File: src/hdl/slp_consts.svh
`ifndef SLP_CONSTS_SVH
`define SLP_CONSTS_SVH

// ****************************************
// register byte addresses
// ****************************************
`define SLP_ADDR_LOCK_STATUS 8'hB9
`define SLP_ADDR_LOCK_CLEAR 8'hBA
`define SLP_ADDR_PREC_C_HI 8'hBF
`define SLP_ADDR_PREC_C_LO 8'hC0
`define SLP_ADDR_PREC_D_HI 8'hC1
`define SLP_ADDR_PREC_D_LO 8'hC2
`define SLP_ADDR_OSC_SEL 8'hC3
`define SLP_ADDR_REV_LOW 8'hC6
`define SLP_ADDR_GEN_A_HI 8'hCB
`define SLP_ADDR_GEN_A_LO 8'hCC

// ****************************************
// field positions
// ****************************************
`define SLP_PREC_FLD_LSB 0
`define SLP_GEN_FLD_LSB 2
`define SLP_COARSE_MSB 12
`define SLP_QUAD_MSB 15
`define SLP_QUAD_LSB 13
`define SLP_OSC_SEL_BIT 0

// ****************************************
// reset values and codes
// ****************************************
`define SLP_LOCK_RST_VAL 2'h3
`define SLP_CLEAR_CODE 2'h3
`define SLP_CLEAR_RST_VAL 2'h0
`define SLP_PHASE_RST_VAL 16'h0000
`define SLP_OSC_RST_VAL 1'h0
`define SLP_READ_ZERO 8'h00

`endif

File: src/hdl/slp_pkg.sv
`default_nettype none
package slp_pkg;

    // byte request from the serial configuration port engine
    typedef struct packed {
        logic [7:0] addr;
        logic [7:0] wdata;
        logic wr;
        logic rd;
    } slp_reg_req_t;

    // settings handed to one post divider
    typedef struct packed {
        logic signed [12:0] coarse;
        logic signed [3:0] quad_steps;
        logic update;
    } slp_phase_cfg_t;

    // quadrature code to signed count of 45 degree steps
    function automatic logic signed [3:0] slp_quad_steps(input logic [2:0] code);
        case (code)
            3'h0: slp_quad_steps = 4'sh0;
            3'h1: slp_quad_steps = -4'sh1;
            3'h2: slp_quad_steps = -4'sh2;
            3'h3: slp_quad_steps = -4'sh3;
            3'h4: slp_quad_steps = 4'sh4;
            3'h5: slp_quad_steps = 4'sh3;
            3'h6: slp_quad_steps = 4'sh2;
            default: slp_quad_steps = 4'sh1;
        endcase
    endfunction

endpackage
`default_nettype wire

File: src/hdl/slp_lock_flag.sv
`timescale 1ns/10ps
`default_nettype none
`include "slp_consts.svh"

module slp_lock_flag (
    // clock and reset
    input wire logic clk,
    input wire logic rst_n,
    // synthesizer event and software clear
    input wire logic [1:0] lost,
    input wire logic clear_cmd,
    // sticky field
    output logic [1:0] flag_ff
);

    logic [1:0] nxt_flag;

    // clear first, then or in new events so a same-cycle loss survives
    always_comb begin
        nxt_flag = clear_cmd ? 2'h0 : flag_ff;
        nxt_flag = nxt_flag | lost;
    end

    // flag comes up set out of reset, software must clear it first
    always_ff @(posedge clk) begin
        if (!rst_n) begin
            flag_ff <= `SLP_LOCK_RST_VAL;
        end else begin
            flag_ff <= nxt_flag;
        end
    end

endmodule // slp_lock_flag
`default_nettype wire

File: src/hdl/slp_phase_reg.sv
`timescale 1ns/10ps
`default_nettype none
`include "slp_consts.svh"

module slp_phase_reg (
    // clock and reset
    input wire logic clk,
    input wire logic rst_n,
    // byte writes
    input wire logic wr_hi,
    input wire logic wr_lo,
    input wire logic [7:0] wdata,
    // stored word and divider settings
    output logic [15:0] value_ff,
    output slp_pkg::slp_phase_cfg_t cfg_ff
);

    logic [15:0] nxt_value;

    // lower address carries bits 15:8, higher address bits 7:0
    always_comb begin
        nxt_value = value_ff;
        if (wr_hi) begin
            nxt_value[15:8] = wdata;
        end
        if (wr_lo) begin
            nxt_value[7:0] = wdata;
        end
    end

    always_ff @(posedge clk) begin
        if (!rst_n) begin
            value_ff <= `SLP_PHASE_RST_VAL;
        end else begin
            value_ff <= nxt_value;
        end
    end

    // divider view takes each byte at the same edge as the word; update marks a fresh value
    always_ff @(posedge clk) begin
        if (!rst_n) begin
            cfg_ff <= '0;
        end else begin
            cfg_ff.coarse <= nxt_value[`SLP_COARSE_MSB:0];
            cfg_ff.quad_steps <= slp_pkg::slp_quad_steps(nxt_value[`SLP_QUAD_MSB:`SLP_QUAD_LSB]);
            cfg_ff.update <= wr_hi | wr_lo;
        end
    end

endmodule // slp_phase_reg
`default_nettype wire

File: src/hdl/slp_lock_phase_regs.sv
`timescale 1ns/10ps
`default_nettype none
`include "slp_consts.svh"

module slp_lock_phase_regs #(
    // revision byte after reset; the value is arbitrary
    parameter logic [7:0] REV_LOW_RST = 8'h5A
) (
    // clock and reset
    input wire logic clk,
    input wire logic rst_n,
    // byte access from the serial configuration port
    input wire slp_pkg::slp_reg_req_t reg_req,
    output logic [7:0] reg_rdata_ff,
    output logic reg_rvalid_ff,
    output logic reg_unmapped_ff,
    // synthesizer lock monitors
    input wire logic [1:0] precision_lock_lost,
    input wire logic [1:0] general_lock_lost,
    // revision bits held in the identity register
    input wire logic [1:0] chip_revision_upper,
    // lock-loss status towards the rest of the device
    output logic [1:0] precision_lock_loss,
    output logic [1:0] general_lock_loss,
    // post divider phase settings
    output slp_pkg::slp_phase_cfg_t precision_div_c_phase,
    output slp_pkg::slp_phase_cfg_t precision_div_d_phase,
    output slp_pkg::slp_phase_cfg_t general_div_a_phase,
    // oscillator output driver and revision
    output logic oscillator_out_driver_en_ff,
    output logic [9:0] full_revision_ff
);

    // ****************************************
    // address decode
    // ****************************************

    // one byte address against one register
    function automatic logic slp_hit(input logic [7:0] addr, input logic [7:0] target);
        slp_hit = (addr == target);
    endfunction

    // every address this bank answers to
    function automatic logic slp_mapped(input logic [7:0] addr);
        case (addr)
            `SLP_ADDR_LOCK_STATUS,
            `SLP_ADDR_LOCK_CLEAR,
            `SLP_ADDR_PREC_C_HI,
            `SLP_ADDR_PREC_C_LO,
            `SLP_ADDR_PREC_D_HI,
            `SLP_ADDR_PREC_D_LO,
            `SLP_ADDR_OSC_SEL,
            `SLP_ADDR_REV_LOW,
            `SLP_ADDR_GEN_A_HI,
            `SLP_ADDR_GEN_A_LO: slp_mapped = 1'b1;
            default: slp_mapped = 1'b0;
        endcase
    endfunction

    logic wr_clear;
    logic wr_prec_c_hi;
    logic wr_prec_c_lo;
    logic wr_prec_d_hi;
    logic wr_prec_d_lo;
    logic wr_osc;
    logic wr_rev;
    logic wr_gen_a_hi;
    logic wr_gen_a_lo;

    // write strobes, one per byte address except the read-only lock status
    assign wr_clear = reg_req.wr & slp_hit(reg_req.addr, `SLP_ADDR_LOCK_CLEAR);
    assign wr_prec_c_hi = reg_req.wr & slp_hit(reg_req.addr, `SLP_ADDR_PREC_C_HI);
    assign wr_prec_c_lo = reg_req.wr & slp_hit(reg_req.addr, `SLP_ADDR_PREC_C_LO);
    assign wr_prec_d_hi = reg_req.wr & slp_hit(reg_req.addr, `SLP_ADDR_PREC_D_HI);
    assign wr_prec_d_lo = reg_req.wr & slp_hit(reg_req.addr, `SLP_ADDR_PREC_D_LO);
    assign wr_osc = reg_req.wr & slp_hit(reg_req.addr, `SLP_ADDR_OSC_SEL);
    assign wr_rev = reg_req.wr & slp_hit(reg_req.addr, `SLP_ADDR_REV_LOW);
    assign wr_gen_a_hi = reg_req.wr & slp_hit(reg_req.addr, `SLP_ADDR_GEN_A_HI);
    assign wr_gen_a_lo = reg_req.wr & slp_hit(reg_req.addr, `SLP_ADDR_GEN_A_LO);

    // ****************************************
    // lock-loss clear control
    // ****************************************

    logic [1:0] prec_clear_ff;
    logic [1:0] gen_clear_ff;

    // only bits 3:0 are stored; reserved upper bits read back as zero
    always_ff @(posedge clk) begin
        if (!rst_n) begin
            prec_clear_ff <= `SLP_CLEAR_RST_VAL;
            gen_clear_ff <= `SLP_CLEAR_RST_VAL;
        end else if (wr_clear) begin
            prec_clear_ff <= reg_req.wdata[`SLP_PREC_FLD_LSB +: 2];
            gen_clear_ff <= reg_req.wdata[`SLP_GEN_FLD_LSB +: 2];
        end
    end

    logic prec_clear_cmd;
    logic gen_clear_cmd;

    // the clear acts as long as the code stays; software must write zero back
    assign prec_clear_cmd = (prec_clear_ff == `SLP_CLEAR_CODE);
    assign gen_clear_cmd = (gen_clear_ff == `SLP_CLEAR_CODE);

    // ****************************************
    // sticky lock-loss status
    // ****************************************

    // a loss in the clearing cycle still lands, set beats clear
    slp_lock_flag u_prec_flag (
        .clk(clk),
        .rst_n(rst_n),
        .lost(precision_lock_lost),
        .clear_cmd(prec_clear_cmd),
        .flag_ff(precision_lock_loss)
    );

    // same field for the general synthesizer at bits 3:2
    slp_lock_flag u_gen_flag (
        .clk(clk),
        .rst_n(rst_n),
        .lost(general_lock_lost),
        .clear_cmd(gen_clear_cmd),
        .flag_ff(general_lock_loss)
    );

    // ****************************************
    // phase registers
    // ****************************************

    logic [15:0] prec_c_word;
    logic [15:0] prec_d_word;
    logic [15:0] gen_a_word;

    // precision synthesizer, post divider c
    slp_phase_reg u_prec_c (
        .clk(clk),
        .rst_n(rst_n),
        .wr_hi(wr_prec_c_hi),
        .wr_lo(wr_prec_c_lo),
        .wdata(reg_req.wdata),
        .value_ff(prec_c_word),
        .cfg_ff(precision_div_c_phase)
    );

    // precision synthesizer, post divider d
    slp_phase_reg u_prec_d (
        .clk(clk),
        .rst_n(rst_n),
        .wr_hi(wr_prec_d_hi),
        .wr_lo(wr_prec_d_lo),
        .wdata(reg_req.wdata),
        .value_ff(prec_d_word),
        .cfg_ff(precision_div_d_phase)
    );

    // general synthesizer, post divider a
    slp_phase_reg u_gen_a (
        .clk(clk),
        .rst_n(rst_n),
        .wr_hi(wr_gen_a_hi),
        .wr_lo(wr_gen_a_lo),
        .wdata(reg_req.wdata),
        .value_ff(gen_a_word),
        .cfg_ff(general_div_a_phase)
    );

    // ****************************************
    // oscillator select
    // ****************************************

    logic osc_sel_ff;

    // one means an external oscillator feeds the master clock
    always_ff @(posedge clk) begin
        if (!rst_n) begin
            osc_sel_ff <= `SLP_OSC_RST_VAL;
        end else if (wr_osc) begin
            osc_sel_ff <= reg_req.wdata[`SLP_OSC_SEL_BIT];
        end
    end

    // driver runs while the select bit is zero (crystal in use)
    always_ff @(posedge clk) begin
        if (!rst_n) begin
            oscillator_out_driver_en_ff <= ~`SLP_OSC_RST_VAL;
        end else begin
            oscillator_out_driver_en_ff <= ~osc_sel_ff;
        end
    end

    // ****************************************
    // revision
    // ****************************************

    logic [7:0] rev_low_ff;

    // writable byte; a write changes what the full revision reports
    always_ff @(posedge clk) begin
        if (!rst_n) begin
            rev_low_ff <= REV_LOW_RST;
        end else if (wr_rev) begin
            rev_low_ff <= reg_req.wdata;
        end
    end

    // upper bits come from the identity register and are sampled each cycle
    always_ff @(posedge clk) begin
        if (!rst_n) begin
            full_revision_ff <= 10'h000;
        end else begin
            full_revision_ff <= {chip_revision_upper, rev_low_ff};
        end
    end

    // ****************************************
    // read back
    // ****************************************

    logic [7:0] nxt_rdata;

    // reserved bits and unmapped addresses read as zero
    always_comb begin
        nxt_rdata = `SLP_READ_ZERO;
        case (reg_req.addr)
            `SLP_ADDR_LOCK_STATUS: nxt_rdata = {4'h0, general_lock_loss, precision_lock_loss};
            `SLP_ADDR_LOCK_CLEAR: nxt_rdata = {4'h0, gen_clear_ff, prec_clear_ff};
            `SLP_ADDR_PREC_C_HI: nxt_rdata = prec_c_word[15:8];
            `SLP_ADDR_PREC_C_LO: nxt_rdata = prec_c_word[7:0];
            `SLP_ADDR_PREC_D_HI: nxt_rdata = prec_d_word[15:8];
            `SLP_ADDR_PREC_D_LO: nxt_rdata = prec_d_word[7:0];
            `SLP_ADDR_OSC_SEL: nxt_rdata = {7'h00, osc_sel_ff};
            `SLP_ADDR_REV_LOW: nxt_rdata = rev_low_ff;
            `SLP_ADDR_GEN_A_HI: nxt_rdata = gen_a_word[15:8];
            `SLP_ADDR_GEN_A_LO: nxt_rdata = gen_a_word[7:0];
            default: nxt_rdata = `SLP_READ_ZERO;
        endcase
    end

    // read data is held until the next read
    always_ff @(posedge clk) begin
        if (!rst_n) begin
            reg_rdata_ff <= `SLP_READ_ZERO;
        end else if (reg_req.rd) begin
            reg_rdata_ff <= nxt_rdata;
        end
    end

    // one-cycle marker that reg_rdata_ff carries a fresh byte
    always_ff @(posedge clk) begin
        if (!rst_n) begin
            reg_rvalid_ff <= 1'b0;
        end else begin
            reg_rvalid_ff <= reg_req.rd;
        end
    end

    // flags an access to an address outside this bank; writes there are dropped
    always_ff @(posedge clk) begin
        if (!rst_n) begin
            reg_unmapped_ff <= 1'b0;
        end else begin
            reg_unmapped_ff <= (reg_req.rd | reg_req.wr) & ~slp_mapped(reg_req.addr);
        end
    end

endmodule // slp_lock_phase_regs
`default_nettype wire

File: config.mk
export PLATFORM = sky130hd
export DESIGN_NAME = slp_lock_phase_regs
export DESIGN_NICKNAME = d
export VERILOG_FILES = /design/src/hdl/slp_pkg.sv /design/src/hdl/slp_lock_flag.sv /design/src/hdl/slp_phase_reg.sv /design/src/hdl/slp_lock_phase_regs.sv
export VERILOG_INCLUDE_DIRS = /design/src /design/src/hdl
export SDC_FILE = /design/constraint.sdc
export NUM_CORES = 1
export LEC_CHECK = 0
export ABC_AREA = 1
export BUFFER_PORTS_ARGS = -buffer_cell sky130_fd_sc_hd__buf_4
export CAP_MARGIN = 25
export CORE_MARGIN = 3
export CORE_UTILIZATION = 42
export DETAILED_ROUTE_END_ITERATION = 8
export MAX_ROUTING_LAYER = met4
export SLEW_MARGIN = 0
export SYNTH_ARGS = -nofsm -noshare
export SYNTH_HDL_FRONTEND = slang
export SYNTH_HIERARCHICAL = 1
export SYNTH_SLANG_ARGS = --single-unit
File: constraint.sdc
create_clock -name clk -period 2.8 [get_ports clk]
set_clock_uncertainty 0.2 [all_clocks]
set_input_delay 0.14 -clock clk [delete_from_list [all_inputs] [get_ports clk]]
set_output_delay 0.14 -clock clk [all_outputs]
set_load 0.02 [all_outputs]
# ---- After elaboration in Yosys (flattened, before gate mapping)
# Cells that the tools add are included.
dict set report word_totals {
  out_inout_bits 79
  regBits 140
}
dict set report classes {
  eq_ne 30
  bitwise_logic 18
  n_mux 14
  reduce_logical 4
}
# cell count
set ops {}
lappend ops {{case mux 4 bit (7 select lines)} 3}
lappend ops {{equality test 8 bit, second input constant} 10}
lappend ops {{case mux 8 bit (10 select lines)} 1}
lappend ops {{two-way mux 8 bit} 6}
lappend ops {{equality test 3 bit, second input constant} 9}
lappend ops {{equality test 3 x 2 -> 1 bit, second input constant} 6}
lappend ops {{AND 1 bit} 10}
lappend ops {{OR reduction 10 bit} 1}
lappend ops {{equality test 3 x 1 -> 1 bit, second input constant} 3}
lappend ops {{logical NOT 3 bit} 3}
lappend ops {{equality test 2 bit, second input constant} 2}
lappend ops {{two-way mux 2 bit} 2}
lappend ops {{OR 1 bit} 4}
lappend ops {{OR 2 bit} 2}
lappend ops {{two-way mux 1 bit} 2}
lappend ops {{NOT 1 bit} 2}

# ---- Depth between registers and ports, before layout
dict set report logic_depth {
  ltp_word 6
  mapped_depth 14
  depth_no_buf 11
}

# ---- Modules after synthesis
# Netlist, hierarchy kept.
# module cells_per_inst area_each_um2 seq_area_each_um2 instances
set modules_own_cells {}
lappend modules_own_cells {slp_phase_reg 115 845.8 400.4 3}
lappend modules_own_cells {slp_lock_phase_regs 319 2060.7 680.7 1}
lappend modules_own_cells {slp_lock_flag 10 70.1 40.0 2}

# ---- Least setup slack after synthesis
# Ideal clock, no wire load.
dict set report synth_path {
  path_kind {input to register}
  from {input reg_req[15] (netlist name)}
  to {register u_gen_a/cfg_ff[3] (netlist name)}
  arrival_time_ns 1.304
  n_path_buf 3
  t_required_ns 2.488
  setup_slack_ns 1.183
  cell_stages 13
  path_cell_list {inv_1 -> nand2_2 -> nor2_4 -> buf_6 -> buf_6 -> nand2_1 -> nor2_1 -> buf_4 -> nand2_1 -> nand2_1 -> nand2_1 -> nand2_1 -> nand2_1}
}
dict set report synth_between {
  elab_chain_cells 5
  elab_cells_between_ends 11
  cone_classes {eq/ne (7); mux (2); bitwise (1); reduce/logical (1)}
}
# element line_no
set synth_rtl {}
lappend synth_rtl {{start: declaration} slp_lock_phase_regs.sv:13} ;# input wire slp_pkg::slp_reg_req_t reg_req,
lappend synth_rtl {{equality test 8 bit (*)} slp_lock_phase_regs.sv:40} ;# slp_hit = (addr == target);
lappend synth_rtl {{AND 1 bit (*)} slp_lock_phase_regs.sv:78} ;# assign wr_gen_a_hi = reg_req.wr & slp_hit(reg_req.addr, `SLP_ADDR_GEN_A_HI);
lappend synth_rtl {{named net wr_gen_a_hi} slp_lock_phase_regs.sv:67} ;# logic wr_gen_a_hi;
lappend synth_rtl {{two-way mux 8 bit (*)} slp_phase_reg.sv:23} ;# if (wr_hi) begin
lappend synth_rtl {{equality test 3 bit, or another cell as far along} slp_pkg.sv:21} ;# case (code)
lappend synth_rtl {{case mux 4 bit (7 select lines) (*)} slp_pkg.sv:21}
lappend synth_rtl {{end: declaration} slp_phase_reg.sv:15} ;# output slp_pkg::slp_phase_cfg_t cfg_ff
# Mark *: on every way through the listed nets, which the timed path passes. The rest lies on a longest branch.
# A chain may end at the register's enable or synchronous reset.

# ---- Worst setup path after layout
dict set report layout_path {
  from {input reg_req[1] (netlist name)}
  to {register u_prec_c/cfg_ff[2] (netlist name)}
}
dict set report layout_between {
  elab_chain_cells 4
  elab_cells_between_ends 10
  cone_classes {eq/ne (6); mux (2); bitwise (1); reduce/logical (1)}
}
# element line_no
set layout_rtl {}
lappend layout_rtl {{AND 1 bit (*)} slp_lock_phase_regs.sv:72} ;# assign wr_prec_c_hi = reg_req.wr & slp_hit(reg_req.addr, `SLP_ADDR_PREC_C_HI);
lappend layout_rtl {{named net wr_prec_c_hi} slp_lock_phase_regs.sv:61} ;# logic wr_prec_c_hi;
lappend layout_rtl {{two-way mux 8 bit (*)} slp_phase_reg.sv:23}
lappend layout_rtl {{equality test 3 bit, or another cell as far along} slp_pkg.sv:21}
lappend layout_rtl {{case mux 4 bit (7 select lines) (*)} slp_pkg.sv:21}
lappend layout_rtl {{end: declaration} slp_phase_reg.sv:15}
# Marks and branches as above.

==> impl_metrics.json <==
{
  "cts.htree.levels": 3,
  "p_sw_uw": 661,
  "ys_async_sr_fraction_pct": 0,
  "yosys-top-cells-area": "dfxtp_1 41%, nand2_1 13%, nor2_1 9.1%",
  "route.detailed.drc": 0,
  "holdPathEnd": "u_prec_c/value_ff[5]",
  "critPathTopFamily": "buffers and inverters",
  "grt_antenna_before_repair": 0,
  "synth_common_cells": "163 x nand2_1, 115 x nor2_1, 98 x dfxtp_1",
  "grt_pass1_wl_um": 21300,
  "synth_compound_area_share_pct": 8.98,
  "synth.most_common_cell": "nand2_1",
  "clk_path_buf_depth": 2,
  "dp_hpwl_um": 9870,
  "cts_tree": "done",
  "chipHeight_um": 112,
  "ys_warn_count": 6,
  "p_leak_uw": 0.00290,
  "fin_nets": 783,
  "grt_pass1_vias": 4202,
  "finalHoldViolations": 0,
  "insertion_delay_ns": 0.35,
  "root_buffer": "clkbuf_16",
  "worstMarginPinSlew_ns": 0.722,
  "grt_start_max_net_pins": 41,
  "wl_per_cell_um": 14.7,
  "power.total_uw": 2850,
  "cp.arrival_ns": 2.27,
  "fin_crit_ns": 2.18,
  "cp_slowest_cell": "nor2_1",
  "yosys.area_share.simple_pct": 33.6,
  "r2r_start": "u_gen_a/cfg_ff[1]",
  "fin_crit_sh_pct": 77.8,
  "p_int_uw": 2190,
  "cts_sinks": 98,
  "status": "finished, final reports clean",
  "cts-buffers-inserted": 9,
  "worstHoldStart": "rst_n",
  "synth_edf_count": 0,
  "dieArea_um2": 12600,
  "clkPwrFrac_pct": 44.1,
  "cp_cell_sequence": "dlygate4sd3_1 > buf_4 > inv_1 > nor2_1 > inv_2 > nand2_1 > nand2_1 > nand2_1 > nand2_1 > nor2_2",
  "syn_inst": 684,
  "antenna_left": 0,
  "worstReg2RegEnd": "reg_rdata_ff[5]",
  "wirelength_um": 13300,
  "worstPathRequired_ns": 2.89,
  "cp_common_cell": "nand2_1",
  "die_w_um": 112,
  "ys_seq_area_share_pct": 41.4,
  "drt_iter0_markers": 308,
  "ioPinCount": 105,
  "fmaxAchievable_mhz": 459,
  "final-setup-viol-count": 0,
  "syn_avg_cell_area_um2": 6.93,
  "cpPeakStageDelay_ns": 0.61,
  "combPwrFrac_pct": 6.6,
  "fp-row-count": 38,
  "power_density_nw_per_um2": 498,
  "drive_above_1_share_pct": 21.5,
  "clkTransAtPathRegs_ns": 0.07,
  "swShare_pct": 23.2,
  "synth_top_family_by_area": "simple AND/OR/NAND/NOR gates",
  "vias": 4357,
  "synth_fa_ha_area_share_pct": 0,
  "muxShareOfSynthArea_pct": 0,
  "crit_path_start_kind": "primary input",
  "crit_buf_inv": 4,
  "netlist.area_leader.share_pct": 41.4,
  "relSlewSlack_pct": 51.7,
  "ir_worst_vdd_mv": 0.234,
  "ys_seq_elements": 98,
  "synth_top_flop_cell": "dfxtp_1",
  "firstDrtPassIters": 6,
  "placed_cell_area_um2": 5270,
  "postLayoutCellArea_um2": 5730,
  "reg2regPathDepth": 6,
  "viasPerCell": 4.83,
  "synth_top_cell_by_area": "dfxtp_1",
  "endpoint_kind": "flop",
  "grt_overflow": 0,
  "cts_resized": 0,
  "slew_viol_final": 0,
  "crit_fanout": 12,
  "critical_path_class": "primary input to flop",
  "netlist_area_um2": 4740,
  "hold_depth": 3,
  "portBuffers": 104,
  "rsz0062_at_grt": "false",
  "grt_use_total_pct": 21.7,
  "gp_congestion": 0.914,
  "min_path_type": "primary input to flop",
  "drv_cap": 0,
  "rrSetupSlack_ns": 1.53,
  "initial_core_util_pct": 43.3,
  "cts_setup_buffers": 0,
  "path_depth": 10,
  "diodes": 0,
  "syn_nets": 710,
  "core_um2": 10900,
  "yosys.cell_types.count": 21,
  "finalSetupTns_ns": 0,
  "synthXorXnorAreaFrac_pct": 0,
  "syn2layout_area_growth_pct": 21.0,
  "seq_power_share_pct": 49.3
}
## worst min-delay path, cell delays in order
cell and delay [ns]:
buf_4 0.23, o21ai_0 0.11, a21oi_1 0.04
## cells by family after synthesis
kind of cell / Yosys count
compound gates: 79
buf+inv: 138
flops: 98
simple gates: 369
## how the worst max path moves through the flow
stage / to / slack, ns / start
CTS: u_prec_c/cfg_ff[3] / 0.66 / reg_req[1]
floorplan: u_gen_a/cfg_ff[3] / 1.18 / reg_req[15]
finish: u_prec_c/cfg_ff[2] / 0.62 / reg_req[1]
global route: u_prec_c/cfg_ff[3] / 0.45 / reg_req[1]
global placement: u_prec_c/cfg_ff[2] / 0.73 / reg_req[11]
detailed placement: u_prec_c/cfg_ff[3] / 0.60 / reg_req[11]
## power groups by stage
stage	Combinational (uW)	Sequential [uW]	Clock, uW
6_report	189	1410	1260
5_1_grt	206	1410	1340
4_1_cts	190	1410	1280
3_5_place_dp	171	1440	0
3_3_place_gp	170	1440	0
2_1_floorplan	79.6	1450	0
## per-layer routing
metal	vias to the layer above	share of wire (%)	global-route usage, %	wire length (um)
met1	1981	46	28.2	6110
met5	-	0	-	0
met4	0	2.0	6.89	263
li1	2232	-	-	-
met3	22	5.1	4.10	671
met2	122	47	34.4	6230
## cell usage in the layout, fill, tap and decap left out
| cell | n |
|---|---|
| nand2_1 | 163 |
| nor2_1 | 115 |
| buf_4 | 112 |
| dfxtp_1 | 98 |
| nand3_1 | 66 |
| inv_1 | 65 |
| o21ai_0 | 45 |
| a21oi_1 | 23 |
| dlygate4sd3_1 | 16 |
| nor2_4 | 11 |
| clkbuf_16 | 9 |
| a21oi_2 | 8 |
| inv_2 | 7 |
| nand2_2 | 5 |
| o21ai_1 | 3 |
| nand4_1 | 3 |
| clkinv_2 | 3 |
| nor2_2 | 3 |
| nand2_4 | 1 |
| and2_1 | 1 |
| nor3_2 | 1 |
| clkbuf_8 | 1 |
| bufinv_16 | 1 |
| inv_8 | 1 |
| clkinv_4 | 1 |
## final cells by class
class | instances | area (um2)
sequential | 98 | 1960
inverter | 72 | 270
clock inverter | 6 | 65.1
tap | 140 | 175
fill | 1083 | 5200
clock buffer | 10 | 239
timing repair buffer | 128 | 1000
multi-input combinational | 448 | 2020
## through the flow
stage               hold WS (ns)  setup WS (ns)  instances  utilization (%)
finish                    0.0323          0.622        902             52.4
floorplan                 0.0316           1.18        684                -
global route              0.0454          0.452        902             52.4
CTS                       0.0260          0.656        902             52.4
detailed placement         0.123          0.601        870             48.2
global placement           0.118          0.731        870             48.2
## registers in the layout, summed over array words and instances, names as in the netlist
| register | cells |
|---|---|
| reg_unmapped_ff | 1 |
| oscillator_out_driver_en_ff | 1 |
| u_prec_d/cfg_ff | 5 |
| full_revision_ff | 10 |
| u_prec_d/value_ff | 15 |
| u_prec_c/value_ff | 15 |
| u_gen_a/cfg_ff | 5 |
| osc_sel_ff | 1 |
| prec_clear_ff | 2 |
| reg_rvalid_ff | 1 |
| u_prec_flag/flag_ff | 2 |
| u_prec_c/cfg_ff | 5 |
| rev_low_ff | 8 |
| u_gen_flag/flag_ff | 2 |
| gen_clear_ff | 2 |
| u_gen_a/value_ff | 15 |
| reg_rdata_ff | 8 |
## repair_timing
| item | 4_1_cts | 5_1_grt |
|---|---|---|
| endpoints found under the setup margin | 0 | 0 |
| hold endpoints to repair | 68 | 0 |
| hold buffers | 16 | 0 |
(Power assumes the default switching activity.)
